[src/rtl/xcbt_map.vh]
`ifndef XCBT_MAP_VH
`define XCBT_MAP_VH
// Chain geometry
`define XCBT_NUM_CHAINS 12
`define XCBT_NUM_TEST_CHAINS 10
`define XCBT_CHAIN0_WIDTH 60
`define XCBT_CHAIN_MAX_WIDTH 60
`define XCBT_NUM_TESTP_CHAINS 8
// Channel select encodings
`define XCBT_MODE_FULL 2'h0
`define XCBT_MODE_CHAN_A 2'h1
`define XCBT_MODE_CHAN_B 2'h2
// Entry sequence states
`define XCBT_ST_IDLE 4'h1
`define XCBT_ST_ARMED 4'h2
`define XCBT_ST_PWR 4'h4
`define XCBT_ST_TEST 4'h8
// Synchroniser depth
`define XCBT_SYNC_STAGES 3
`endif

[src/rtl/xcbt_parity_chain.v]
`timescale 1ns/1ps
`default_nettype none
module xcbt_parity_chain #(
  parameter WIDTH = 60
) (
  input  wire [WIDTH-1:0] pins,
  output wire             result
);
  wire [WIDTH:0] stage;
  assign stage[0] = 1'b0;
  genvar i;
  generate
    for (i = 0; i < WIDTH; i = i + 1) begin : g_gate
      // One pin per gate
      assign stage[i+1] = stage[i] ^ pins[i];
    end
  endgenerate
  assign result = stage[WIDTH];
endmodule // xcbt_parity_chain
`default_nettype wire

[src/rtl/xcbt_top.v]
// Summary of operation
// - Each chain XORs one pin per gate.
// - Chains propagate combinationally with no clock.
// - Outputs valid only after reset-in released.
// - Graphics strobes split across chains; others together.
// - Twelve chains, each on two channel pins.
// - Chains 0-7 on test pins, 8-11 host pins.
// - Full width: same result on both channels.
// - Shared mode: only active channel pin shows result.
// - Chain 0 folds sixty inputs.
`timescale 1ns/1ps
`default_nettype none
`include "xcbt_map.vh"
module xcbt_top #(
  parameter CHAIN_W = `XCBT_CHAIN_MAX_WIDTH
) (
  input  wire                                   core_clk,
  input  wire                                   rst,
  input  wire                                   sideband_addr_strap_a,
  input  wire                                   sideband_addr_strap_b,
  input  wire                                   test_enable_in_n,
  input  wire                                   power_good_in,
  input  wire                                   reset_in_n,
  input  wire [1:0]                             channel_mode,
  input  wire [`XCBT_CHAIN0_WIDTH-1:0]          chain0_pins,
  input  wire [(`XCBT_NUM_CHAINS-1)*CHAIN_W-1:0] chain_pins,
  output wire                                   test_mode_active,
  output wire [`XCBT_NUM_TESTP_CHAINS-1:0]      test_out_chan_a,
  output wire [`XCBT_NUM_TESTP_CHAINS-1:0]      test_out_chan_b,
  output wire                                   host_target_ready_n,
  output wire                                   host_priority_request_n,
  output wire                                   host_response_bit2_n,
  output wire                                   host_n_a,
  output wire                                   host_response_bit0_n,
  output wire                                   host_response_bit1_n,
  output wire                                   host_bus_request0_n,
  output wire                                   processor_reset_n
);
  localparam ST_IDLE  = `XCBT_ST_IDLE;
  localparam ST_ARMED = `XCBT_ST_ARMED;
  localparam ST_PWR   = `XCBT_ST_PWR;
  localparam ST_TEST  = `XCBT_ST_TEST;
  localparam MODE_FULL   = `XCBT_MODE_FULL;
  localparam MODE_CHAN_A = `XCBT_MODE_CHAN_A;
  localparam MODE_CHAN_B = `XCBT_MODE_CHAN_B;

  // Pin synchronisers: three stages, change accepted when last two agree
  // Straps and test enable start high, matching their idle level
  reg [2:0] sync_pg;
  reg [2:0] sync_rst_in;
  reg [2:0] sync_test;
  reg [2:0] sync_sa;
  reg [2:0] sync_sb;
  reg       pg;
  reg       rin;
  reg       ten;
  reg       sa;
  reg       sb;
  always @(posedge core_clk) begin
    if (rst) begin
      sync_pg     <= 3'h0;
      sync_rst_in <= 3'h0;
      sync_test   <= 3'h7;
      sync_sa     <= 3'h7;
      sync_sb     <= 3'h7;
      pg          <= 1'b0;
      rin         <= 1'b0;
      ten         <= 1'b1;
      sa          <= 1'b1;
      sb          <= 1'b1;
    end else begin
      sync_pg     <= {sync_pg[1:0], power_good_in};
      sync_rst_in <= {sync_rst_in[1:0], reset_in_n};
      sync_test   <= {sync_test[1:0], test_enable_in_n};
      sync_sa     <= {sync_sa[1:0], sideband_addr_strap_a};
      sync_sb     <= {sync_sb[1:0], sideband_addr_strap_b};
      if (sync_pg[1] == sync_pg[2])
        pg <= sync_pg[2];
      if (sync_rst_in[1] == sync_rst_in[2])
        rin <= sync_rst_in[2];
      if (sync_test[1] == sync_test[2])
        ten <= sync_test[2];
      if (sync_sa[1] == sync_sa[2])
        sa <= sync_sa[2];
      if (sync_sb[1] == sync_sb[2])
        sb <= sync_sb[2];
    end
  end

  // Entry sequence: all low, then power good, then reset-in
  reg [3:0] state;
  reg [3:0] next_state;
  // Entry needs every strap and control low before power good rises
  wire      straps_low = ~sa & ~sb;
  wire      test_on    = ~ten;
  wire      ctrl_low   = ~pg & ~rin;
  wire      all_low    = straps_low & test_on & ctrl_low;
  always @* begin
    next_state = state;
    case (state)
      ST_IDLE: begin
        // Wait for every strap and control pin to read low
        if (all_low)
          next_state = ST_ARMED;
      end
      ST_ARMED: begin
        // Reset-in ahead of power good breaks the order
        if (rin)
          next_state = ST_IDLE;
        else if (pg)
          next_state = ST_PWR;
        else if (ten)
          next_state = ST_IDLE;
      end
      ST_PWR: begin
        // Test enable raised late breaks the order
        if (~pg | ten)
          next_state = ST_IDLE;
        else if (rin)
          next_state = ST_TEST;
      end
      ST_TEST: begin
        // Straps may move once in test; only power or reset-in end it
        if (~pg | ~rin)
          next_state = ST_IDLE;
      end
      default: begin
        next_state = ST_IDLE;
      end
    endcase
  end
  always @(posedge core_clk) begin
    if (rst)
      state <= ST_IDLE;
    else
      state <= next_state;
  end
  // Registered so the mode flag never glitches while the state decodes
  reg       test_mode;
  always @(posedge core_clk) begin
    if (rst)
      test_mode <= 1'b0;
    else
      test_mode <= (next_state == ST_TEST);
  end
  assign test_mode_active = test_mode;

  // Chains: combinational, no clock in the data path
  // Chains 1 to 11 take the widest width, CHAIN_W pins each from chain_pins
  // Chain 0 has its own width of sixty pins
  wire [`XCBT_NUM_CHAINS-1:0] result;
  xcbt_parity_chain #(
    .WIDTH (`XCBT_CHAIN0_WIDTH)
  ) u_chain0 (
    .pins   (chain0_pins),
    .result (result[0])
  );
  genvar c;
  generate
    for (c = 1; c < `XCBT_NUM_CHAINS; c = c + 1) begin : g_chain
      xcbt_parity_chain #(
        .WIDTH (CHAIN_W)
      ) u_chain (
        .pins   (chain_pins[(c-1)*CHAIN_W +: CHAIN_W]),
        .result (result[c])
      );
    end
  endgenerate

  // Channel steering; idle pins hold high outside test mode
  // High idle keeps an unshown pin from passing for a result
  reg                         show_a;
  reg                         show_b;
  always @* begin
    show_a = 1'b0;
    show_b = 1'b0;
    if (test_mode_active) begin
      case (channel_mode)
        MODE_FULL: begin
          show_a = 1'b1;
          show_b = 1'b1;
        end
        MODE_CHAN_A: begin
          show_a = 1'b1;
        end
        MODE_CHAN_B: begin
          show_b = 1'b1;
        end
        default: begin
          // Code three shows both channels
          show_a = 1'b1;
          show_b = 1'b1;
        end
      endcase
    end
  end
  wire [`XCBT_NUM_CHAINS-1:0] out_a;
  wire [`XCBT_NUM_CHAINS-1:0] out_b;
  // One steering pair per chain, idle high
  genvar k;
  generate
    for (k = 0; k < `XCBT_NUM_CHAINS; k = k + 1) begin : g_steer
      assign out_a[k] = show_a ? result[k] : 1'b1;
      assign out_b[k] = show_b ? result[k] : 1'b1;
    end
  endgenerate

  assign test_out_chan_a         = out_a[`XCBT_NUM_TESTP_CHAINS-1:0];
  assign test_out_chan_b         = out_b[`XCBT_NUM_TESTP_CHAINS-1:0];
  // Chains 8 to 11 use host control pin pairs
  assign host_target_ready_n     = out_a[8];
  assign host_priority_request_n = out_b[8];
  assign host_response_bit2_n    = out_a[9];
  assign host_n_a                = out_b[9];
  assign host_response_bit0_n    = out_a[10];
  assign host_response_bit1_n    = out_b[10];
  assign host_bus_request0_n     = out_a[11];
  assign processor_reset_n       = out_b[11];
endmodule // xcbt_top
`default_nettype wire
[config.mk]
export PLATFORM = sky130hd
export DESIGN_NAME = xcbt_top
export DESIGN_NICKNAME = d
export VERILOG_FILES = /design/src/rtl/xcbt_parity_chain.v /design/src/rtl/xcbt_top.v
export VERILOG_INCLUDE_DIRS = /design/src /design/src/rtl
export SDC_FILE = /design/constraint.sdc
export NUM_CORES = 1
export LEC_CHECK = 0
export BUFFER_PORTS_ARGS = -buffer_cell sky130_fd_sc_hd__buf_2
export CAP_MARGIN = 10
export CORE_AREA = 2 2 298 300
export DETAILED_ROUTE_END_ITERATION = 12
export DIE_AREA = 0 0 300 302
export PLACE_DENSITY = 0.35
export SLEW_MARGIN = 20
export SYNTH_ARGS = -nofsm -noshare
export SYNTH_HDL_FRONTEND = slang
export SYNTH_SLANG_ARGS = --single-unit
[constraint.sdc]
create_clock -name core_clk -period 2.5 [get_ports core_clk]
set_input_delay 0.125 -clock core_clk [delete_from_list [all_inputs] [get_ports core_clk]]
set_output_delay 0.125 -clock core_clk [all_outputs]
set_load 0.01 [all_outputs]
==> metrics.log, run 1 <==
[metrics] number of resized instances in the post-cts repair step: 0
[metrics] routed vias: 7,421
[metrics] cell area reported after detailed placement: 0.01276 mm²
[metrics] leading cell types by count after synthesis: xnor2_1, xor2_1, xnor3_1, nand2_1, dfxtp_1
[metrics] combinational family with the most area after synthesis: XOR/XNOR gates
[metrics] time the worst path needs with I/O delays and setup: 2.270 ns
[metrics] Total Wirelength: 33,230 µm
[metrics] Static Leakage: 5.425 nW
[metrics] adder and majority gate portion of the synthesized area: 0%
[metrics] Synth Area in Compound Gates: 1.581%
[metrics] placeable core region: 0.08756 mm²
[metrics] Worst-Margin Slew: 0.4998 ns
[metrics] slowest cell on the critical path: xnor3_1
[metrics] CTS hold repair buffers: 0
[metrics] simple-gate area share of the yosys netlist: 4.272%
[metrics] area of all placed cells without fillers: 0.01284 mm²
[metrics] vias in the first global route: 7,732
[metrics] Top cell by count, worst path: xnor3_1
[metrics] Buffers on Ports: 753
[metrics] worst max-slew margin expressed relative to the limit: 66.21%
[metrics] hold slack final: 0.05416 ns
[metrics] worst endpoint data arrival time: 2.15 ns
[metrics] Max Root-Sink Buffers: 2
[metrics] final net count: 2,285
[metrics] endpoints failing hold: 0
[metrics] initial drt markers: 247
[metrics] Post-Syn Area: 0.007438 mm²
[metrics] via/cell ratio: 2.728
[metrics] horizontal die dimension: 300 µm
[metrics] clock skew: 0.001609 ns
[metrics] total number of H-tree levels: 1
[metrics] Max Fclk: 440.5 MHz
[metrics] critical path class: input port to output pin
[metrics] Congestion Overflow GR: 0
[metrics] post-CTS setup buffers: 0
[metrics] number of buffer and inverter stages on the critical path: 3
[metrics] startpoint of the worst hold path: sideband_addr_strap_a
[metrics] 1st-pass router iterations: 4
[metrics] Area growth syn-to-layout: 72.58%
[metrics] clock tree from TritonCTS: built
[metrics] Die Ht: 302 µm
[metrics] unrepaired setup endpoints after global routing: false
[metrics] Inserted Clock Buffers: 3
[metrics] later-pin clock latency in the skew report: 0.25 ns
[metrics] starting utilization of the core area: 8.496%
[metrics] top-count cell post-synth: xnor2_1
[metrics] Ys Warns: 0
[metrics] xor-xnor portion of the synthesized cell area: 87.12%
[metrics] synth unique cells: 25
[metrics] Top FF cell, synth: dfxtp_1
[metrics] type of destination of the critical path: output pin
[metrics] gate count of the mapped netlist: 789
[metrics] post-detailed-route DRC marker count: 0
[metrics] pin count of the biggest net entering global routing: 22
[metrics] count of inserted antenna diode cells: 0
[metrics] cell type contributing the most total cell area after synthesis: xnor2_1
[metrics] fraction of layout instances using a drive strength above 1: 50.87%
[metrics] Crit Path Max Fanout: 2
[metrics] number of enable flip-flop cells after synthesis: 0
[metrics] Hold WC Path Type: input port to flip-flop
[metrics] routed wire length per instance: 12.22 µm
[metrics] clk sink count: 25
[metrics] cell family with the largest share of critical-path delay: XOR/XNOR gates
[metrics] max-capacitance violation count: 0
[metrics] run status: finished clean
[metrics] start point of the critical path: chain_pins[281]
[metrics] final period utilization: 90.80%
[metrics] met3 WL: 2463 µm
[metrics] number of nets still failing antenna checks after routing: 0
[metrics] IO Pins: 754
[metrics] layout filler cell count: 10.10k
[metrics] final weighted congestion in routability-driven placement: 0.8154
[metrics] power per cell area: 483.2 mW/mm²
[metrics] GRT Resource Usage Total: 6.621%
[metrics] total power: 6.203 mW
[metrics] post-detail-place hpwl: 31,520 µm
[metrics] critical path required time: 2.38 ns
[metrics] total negative slack: 0 ns
[metrics] post-synthesis area per instance: 9.428 µm²
[metrics] Post-Syn Nets: 1,518
[metrics] Setup Viol. Count Final: 0
[metrics] multiplexer share of the synthesized area: 0%
[metrics] Metal-1 WL: 12,180 µm
[metrics] clock slew seen by the registers of the worst setup and hold paths: 0.06 ns
[metrics] cells taking the most area after synthesis: xnor2_1, xnor3_1, xor2_1, dfxtp_1, xnor2_2
[metrics] antenna violations before repair: 1
[metrics] cell at the root of the clock tree: clkbuf_16
[metrics] standard-cell row count: 109
[metrics] CP Launch Type: input port
[metrics] post-synthesis register bit count: 25
[metrics] Die ar.: 0.09060 mm²
[metrics] Yosys top cell area share: 66.53%
[metrics] global-route wire length before repair: 44,920 µm
[metrics] Reg2Reg Launch Point: state[0]$_SDFF_PP1_
[metrics] critical path cell sequence: buf_2, xnor2_1, xnor2_1, buf_4, xnor3_1, xnor3_1, xnor3_1, nand2_1, buf_2
[metrics] worst supply voltage drop on vdd: 0.4065 mV
[metrics] sequential fraction of the synthesis area: 6.728%
[metrics] ys async rst share: 0%
[metrics] Slowest Stage Delay on Critical Path: 0.41 ns
[metrics] highest metal used: met4
[metrics] max-slew violation total from the final report: 0
[metrics] DR WL met2: 18,470 µm
[cells in the final DEF, fill, tap and decap left out, drive strengths merged, types with 4 or more instances in the layout]
master,netlist,routed
nor2b,6,6
o21ai,5,5
nor2,11,11
xnor2,577,577
or2,9,9
clkbuf,4,4
o21bai,4,4
nand2,29,29
xnor3,36,36
a21oi,5,5
buf,0,766
xor2,60,60
dfxtp,25,25
[metal layers]
layer	vias to the layer above	GRT usage (%)
met1	3061	7.328
li1	3963	-
met3	8	0.8978
met5	-	0
met2	389	13.73
met4	0	0.3095
[metrics by stage]
stage / setup slack, ns / utilization, % / cells
3_3_place_gp: 0.1213 / 14.57 / 2716
5_1_grt: 0.01130 / 14.66 / 2720
3_5_place_dp: 0.1498 / 14.57 / 2716
4_1_cts: 0.1266 / 14.66 / 2720
6_report: 0.2299 / 14.66 / 2720
2_1_floorplan: 0.8593 / - / 789
[registers in the layout, indices dropped and copies added (netlist names)]
| register | count |
|---|---|
| sync_sb | 3 |
| sync_rst_in | 3 |
| rin | 1 |
| state | 4 |
| sb | 1 |
| sa | 1 |
| sync_test | 3 |
| sync_sa | 3 |
| pg | 1 |
| sync_pg | 3 |
| test_mode_active | 1 |
| ten | 1 |
[power by group]
group | total [mW] | switching (mW) | leakage (nW) | internal [mW]
sequential | 0.412 | 0.00358 | 0.204 | 0.408
clock | 0.354 | 0.136 | 0.0382 | 0.218
combinational | 5.44 | 2.17 | 5.18 | 3.27
total | 6.20 | 2.31 | 5.43 | 3.89
[cell families (layout without fill, tap and decap cells)]
logic type	after synthesis	in the layout
buffers and inverters	6	772
AND/OR/NAND/NOR	66	66
XOR/XNOR	673	673
AO/OA/AOI/OAI	19	19
flip-flops	25	25
[worst paths after layout]
check                           cells after the start                       to  slack (ns)
worst min register to register                      1  sync_test[1]$_SDFF_PP1_        0.41
worst max register to register                      5      state[2]$_SDFF_PP0_        1.05
worst min-delay path                                2    sync_sa[0]$_SDFF_PP1_        0.05
worst max-delay path                                9       test_out_chan_a[5]        0.23
[layout make-up]
cell class | count | area (µm²) | area share (%)
clock buffer | 4 | 78.83 | 0.6140
inverter | 2 | 7.507 | 0.05848
multi-input combinational | 758 | 6927 | 53.96
sequential | 25 | 500.5 | 3.899
tap | 1165 | 1458 | 11.35
timing repair buffer | 766 | 3866 | 30.12
[worst register-to-register path, cell delays in order (launching register included)]
cell,delay (ns)
dfxtp_1,0.43
xnor2_1,0.09
or3_1,0.31
a31oi_1,0.25
nand2_1,0.14
nor3_1,0.17
(Power assumes the default switching activity.)
==> inputs of run 2 (changes only) <==
==> constraint.sdc (replaced) <==
create_clock -name core_clk -period 2.5 [get_ports core_clk]
set_input_delay 0.5 -clock core_clk [delete_from_list [all_inputs] [get_ports core_clk]]
set_output_delay 0.5 -clock core_clk [all_outputs]
set_load 0.01 [all_outputs]
==> run 2 against run 1 <==
Effect of this change: the flow now finishes with violations (negative setup slack); register-to-register slack got worse by 0.02 ns; clock skew rose by 0.00064 ns; non-clock buffer count rose by 12; combinational power rose by 11%; critical path type unchanged; critical endpoint unchanged; largest cell class unchanged.
==> metrics.log, run 2 (synthesis gave the netlist of run 1 again) <==
[metrics] critical path class: input port to output pin (unchanged)
[metrics] placeable core region: 0.08756 mm² (unchanged)
[metrics] Total Wirelength: 34,380 µm (was 33,230 µm)
[metrics] IO Pins: 754 (unchanged)
[metrics] Top cell by count, worst path: xnor3_1 (unchanged)
[metrics] clock tree from TritonCTS: built (unchanged)
[metrics] final net count: 2,297 (was 2,285)
[metrics] endpoint of the worst hold path: sync_sa[1]$_SDFF_PP1_ (was sync_sa[0]$_SDFF_PP1_)
[metrics] critical path required time: 2.00 ns (was 2.38 ns)
[metrics] time the worst path needs with I/O delays and setup: 2.699 ns (was 2.270 ns)
[metrics] unrepaired setup endpoints after global routing: true (was false)
[metrics] clock slew seen by the registers of the worst setup and hold paths: 0.06 ns (about the same)
[metrics] Hold WC Path Type: flip-flop to flip-flop (was input port to flip-flop)
[metrics] power per cell area: 449.7 mW/mm² (was 483.2 mW/mm²)
[metrics] max-capacitance violation count: 0 (unchanged)
[metrics] Reg2Reg Launch Point: state[0]$_SDFF_PP1_ (unchanged)
[metrics] most frequent cells in the layout: buf_2, xnor2_1, xnor2_2, buf_6, xor2_1 (was buf_2, xnor2_1, xor2_1, xnor3_1, nand2_1)
[metrics] run status: finished, violations left (was finished clean)
[metrics] worst supply voltage drop on vdd: 0.4686 mV (was 0.4065 mV)
[metrics] cell at the root of the clock tree: clkbuf_16 (unchanged)
[metrics] endpoints failing hold: 0 (unchanged)
[metrics] total power: 6.820 mW (was 6.203 mW)
[metrics] 1st-pass router iterations: 4 (unchanged)
[metrics] hold slack final: 0.4069 ns (was 0.05416 ns)
[metrics] Setup Viol. Count Final: 21 (was 0)
[metrics] worst reg2reg setup slack: 1.03 ns (was 1.05 ns)
[metrics] max-slew violation total from the final report: 0 (unchanged)
[metrics] Worst Reg-to-Reg Cells: 5 (unchanged)
[metrics] Die Ht: 302 µm (unchanged)
[metrics] starting utilization of the core area: 8.496% (unchanged)
[metrics] cell count of the worst hold path: 1 (was 2)
[metrics] Static Leakage: 6.590 nW (was 5.425 nW)
[metrics] worst endpoint data arrival time: 2.20 ns (was 2.15 ns)
[metrics] Inserted Clock Buffers: 3 (unchanged)
[metrics] cell family with the largest share of critical-path delay: XOR/XNOR gates (unchanged)
[metrics] Worst Setup Slack, final: -0.1990 ns (was 0.2299 ns)
[metrics] worst max-slew margin expressed relative to the limit: 64.85% (was 66.21%)
[metrics] Area growth syn-to-layout: 103.9% (was 72.58%)
[metrics] post-detailed-route DRC marker count: 0 (unchanged)
[metrics] Crit Path Max Fanout: 2 (unchanged)
[metrics] horizontal die dimension: 300 µm (unchanged)
[metrics] critical path cell sequence: buf_2, xnor2_4, xnor2_4, buf_12, xnor3_1, xnor3_1, xnor3_1, nand2_1, buf_2 (was buf_2, xnor2_1, xnor2_1, buf_4, xnor3_1, xnor3_1, xnor3_1, nand2_1, buf_2)
[metrics] number of buffer and inverter stages on the critical path: 3 (unchanged)
[metrics] clk sink count: 25 (unchanged)
[metrics] initial drt markers: 178 (was 247)
[metrics] max FFs per register: 4 (unchanged)
[metrics] antenna violations before repair: 1 (unchanged)
[metrics] later-pin clock latency in the skew report: 0.26 ns (was 0.25 ns)
[metrics] vias in the first global route: 8,087 (was 7,732)
[metrics] global-route wire length before repair: 46,490 µm (was 44,920 µm)
[metrics] standard-cell row count: 109 (unchanged)
[metrics] Reg-to-Reg End: state[2]$_SDFF_PP0_ (unchanged)
[metrics] Congestion Overflow GR: 0 (unchanged)
[metrics] Worst-Margin Slew: 0.5200 ns (was 0.4998 ns)
[metrics] pin count of the biggest net entering global routing: 22 (unchanged)
[metrics] layout filler cell count: 9,944 (was 10.10k)
[metrics] fraction of layout instances using a drive strength above 1: 61.20% (was 50.87%)
[metrics] Max Fclk: 370.5 MHz (was 440.5 MHz)
[metrics] GRT Resource Usage Total: 6.803% (was 6.621%)
[metrics] routed vias: 7,718 (was 7,421)
[metrics] type of destination of the critical path: output pin (unchanged)
[metrics] start point of the critical path: chain_pins[282] (was chain_pins[281])
[metrics] via/cell ratio: 2.824 (was 2.728)
[metrics] Top reg by flops: state (unchanged)
[metrics] most common library cell in the layout ignoring fill and taps: buf_2 (unchanged)
[metrics] startpoint of the worst hold path: sync_sa[0]$_SDFF_PP1_ (was sideband_addr_strap_a)
[metrics] final period utilization: 108.0% (was 90.80%)
[metrics] CP Launch Type: input port (unchanged)
[metrics] routed wire length per instance: 12.58 µm (was 12.22 µm)
[metrics] Slowest Stage Delay on Critical Path: 0.38 ns (was 0.41 ns)
[metrics] clock skew: 0.002248 ns (was 0.001609 ns)
[metrics] CTS hold repair buffers: 0 (unchanged)
[metrics] slowest cell on the critical path: xnor3_1 (unchanged)
[metrics] Die ar.: 0.09060 mm² (unchanged)
[metrics] post-detail-place hpwl: 31,460 µm (was 31,520 µm)
[metrics] Buffers on Ports: 753 (unchanged)
[metrics] Max Root-Sink Buffers: 2 (unchanged)
[metrics] total number of H-tree levels: 1 (unchanged)
[metrics] final weighted congestion in routability-driven placement: 0.7715 (was 0.8154)
[metrics] violations in the final reports: negative setup slack
[metrics] number of nets still failing antenna checks after routing: 0 (unchanged)
run 2: cell type report:
type | count | area, µm² | share of cell area (%)
sequential | 25 | 500.5 | 3.300
inverter | 2 | 7.507 | 0.04950
multi-input combinational | 758 | 8443 | 55.67
tap | 1165 | 1458 | 9.611
clock inverter | 1 | 7.507 | 0.04950
timing repair buffer | 778 | 4672 | 30.81
antenna | 1 | 2.502 | 0.01650
clock buffer | 3 | 75.07 | 0.4950
run 2: power by group:
| group | total, mW | internal [mW] | switching, mW |
|---|---|---|---|
| clock network | 0.356 | 0.217 | 0.139 |
| registers | 0.412 | 0.408 | 0.00358 |
| logic | 6.05 | 3.67 | 2.38 |
| total | 6.82 | 4.29 | 2.53 |
run 2: worst reg2reg max path: stages, from the launching register on:
cell     delay [ns]
dfxtp_1        0.43
xnor2_1        0.09
or3_1          0.32
a31oi_1        0.24
nand2_1        0.13
nor3_1         0.17
run 2: how the worst max path moves through the flow:
| stage | slack (ns) | to | cells after the start |
|---|---|---|---|
| 2_1_floorplan | 0.11 | test_out_chan_a[0] | 6 |
| 6_report | -0.20 | test_out_chan_a[5] | 9 |
| 4_1_cts | -0.27 | test_out_chan_a[5] | 8 |
| 3_3_place_gp | -1.13 | test_out_chan_a[5] | 9 |
| 3_5_place_dp | -1.10 | test_out_chan_a[5] | 9 |
| 5_1_grt | -0.31 | test_out_chan_a[5] | 8 |
run 2: metal layers:
layer	global-route usage, %	routed length, µm
met5	0	0
met4	0.6429	285
met3	1.034	2463
met2	13.85	19220
met1	7.550	12410
run 2: repair_timing:
| action | 4_1_cts | 5_1_grt |
|---|---|---|
| endpoints found under the setup margin | 24 | 24 |
| pin swaps | 98 | 70 |
| buffers inserted | 0 | 0 |
| resized for setup | 188 | 143 |
run 2: through the flow:
stage / utilization, % / std cells / instance area (µm²) / setup TNS [ns] / worst slack [ns]
final: 17.32 / 2733 / 15170 / -1.963 / -0.1990
after CTS: 16.24 / 2737 / 14220 / -3.497 / -0.2735
after detailed placement: 14.81 / 2739 / 12970 / -10.33 / -1.097
after floorplan: - / 789 / 7438 / 0 / 0.1093
after global placement: 14.81 / 2739 / 12970 / -10.22 / -1.130
after global routing: 17.32 / 2733 / 15170 / -4.291 / -0.3080
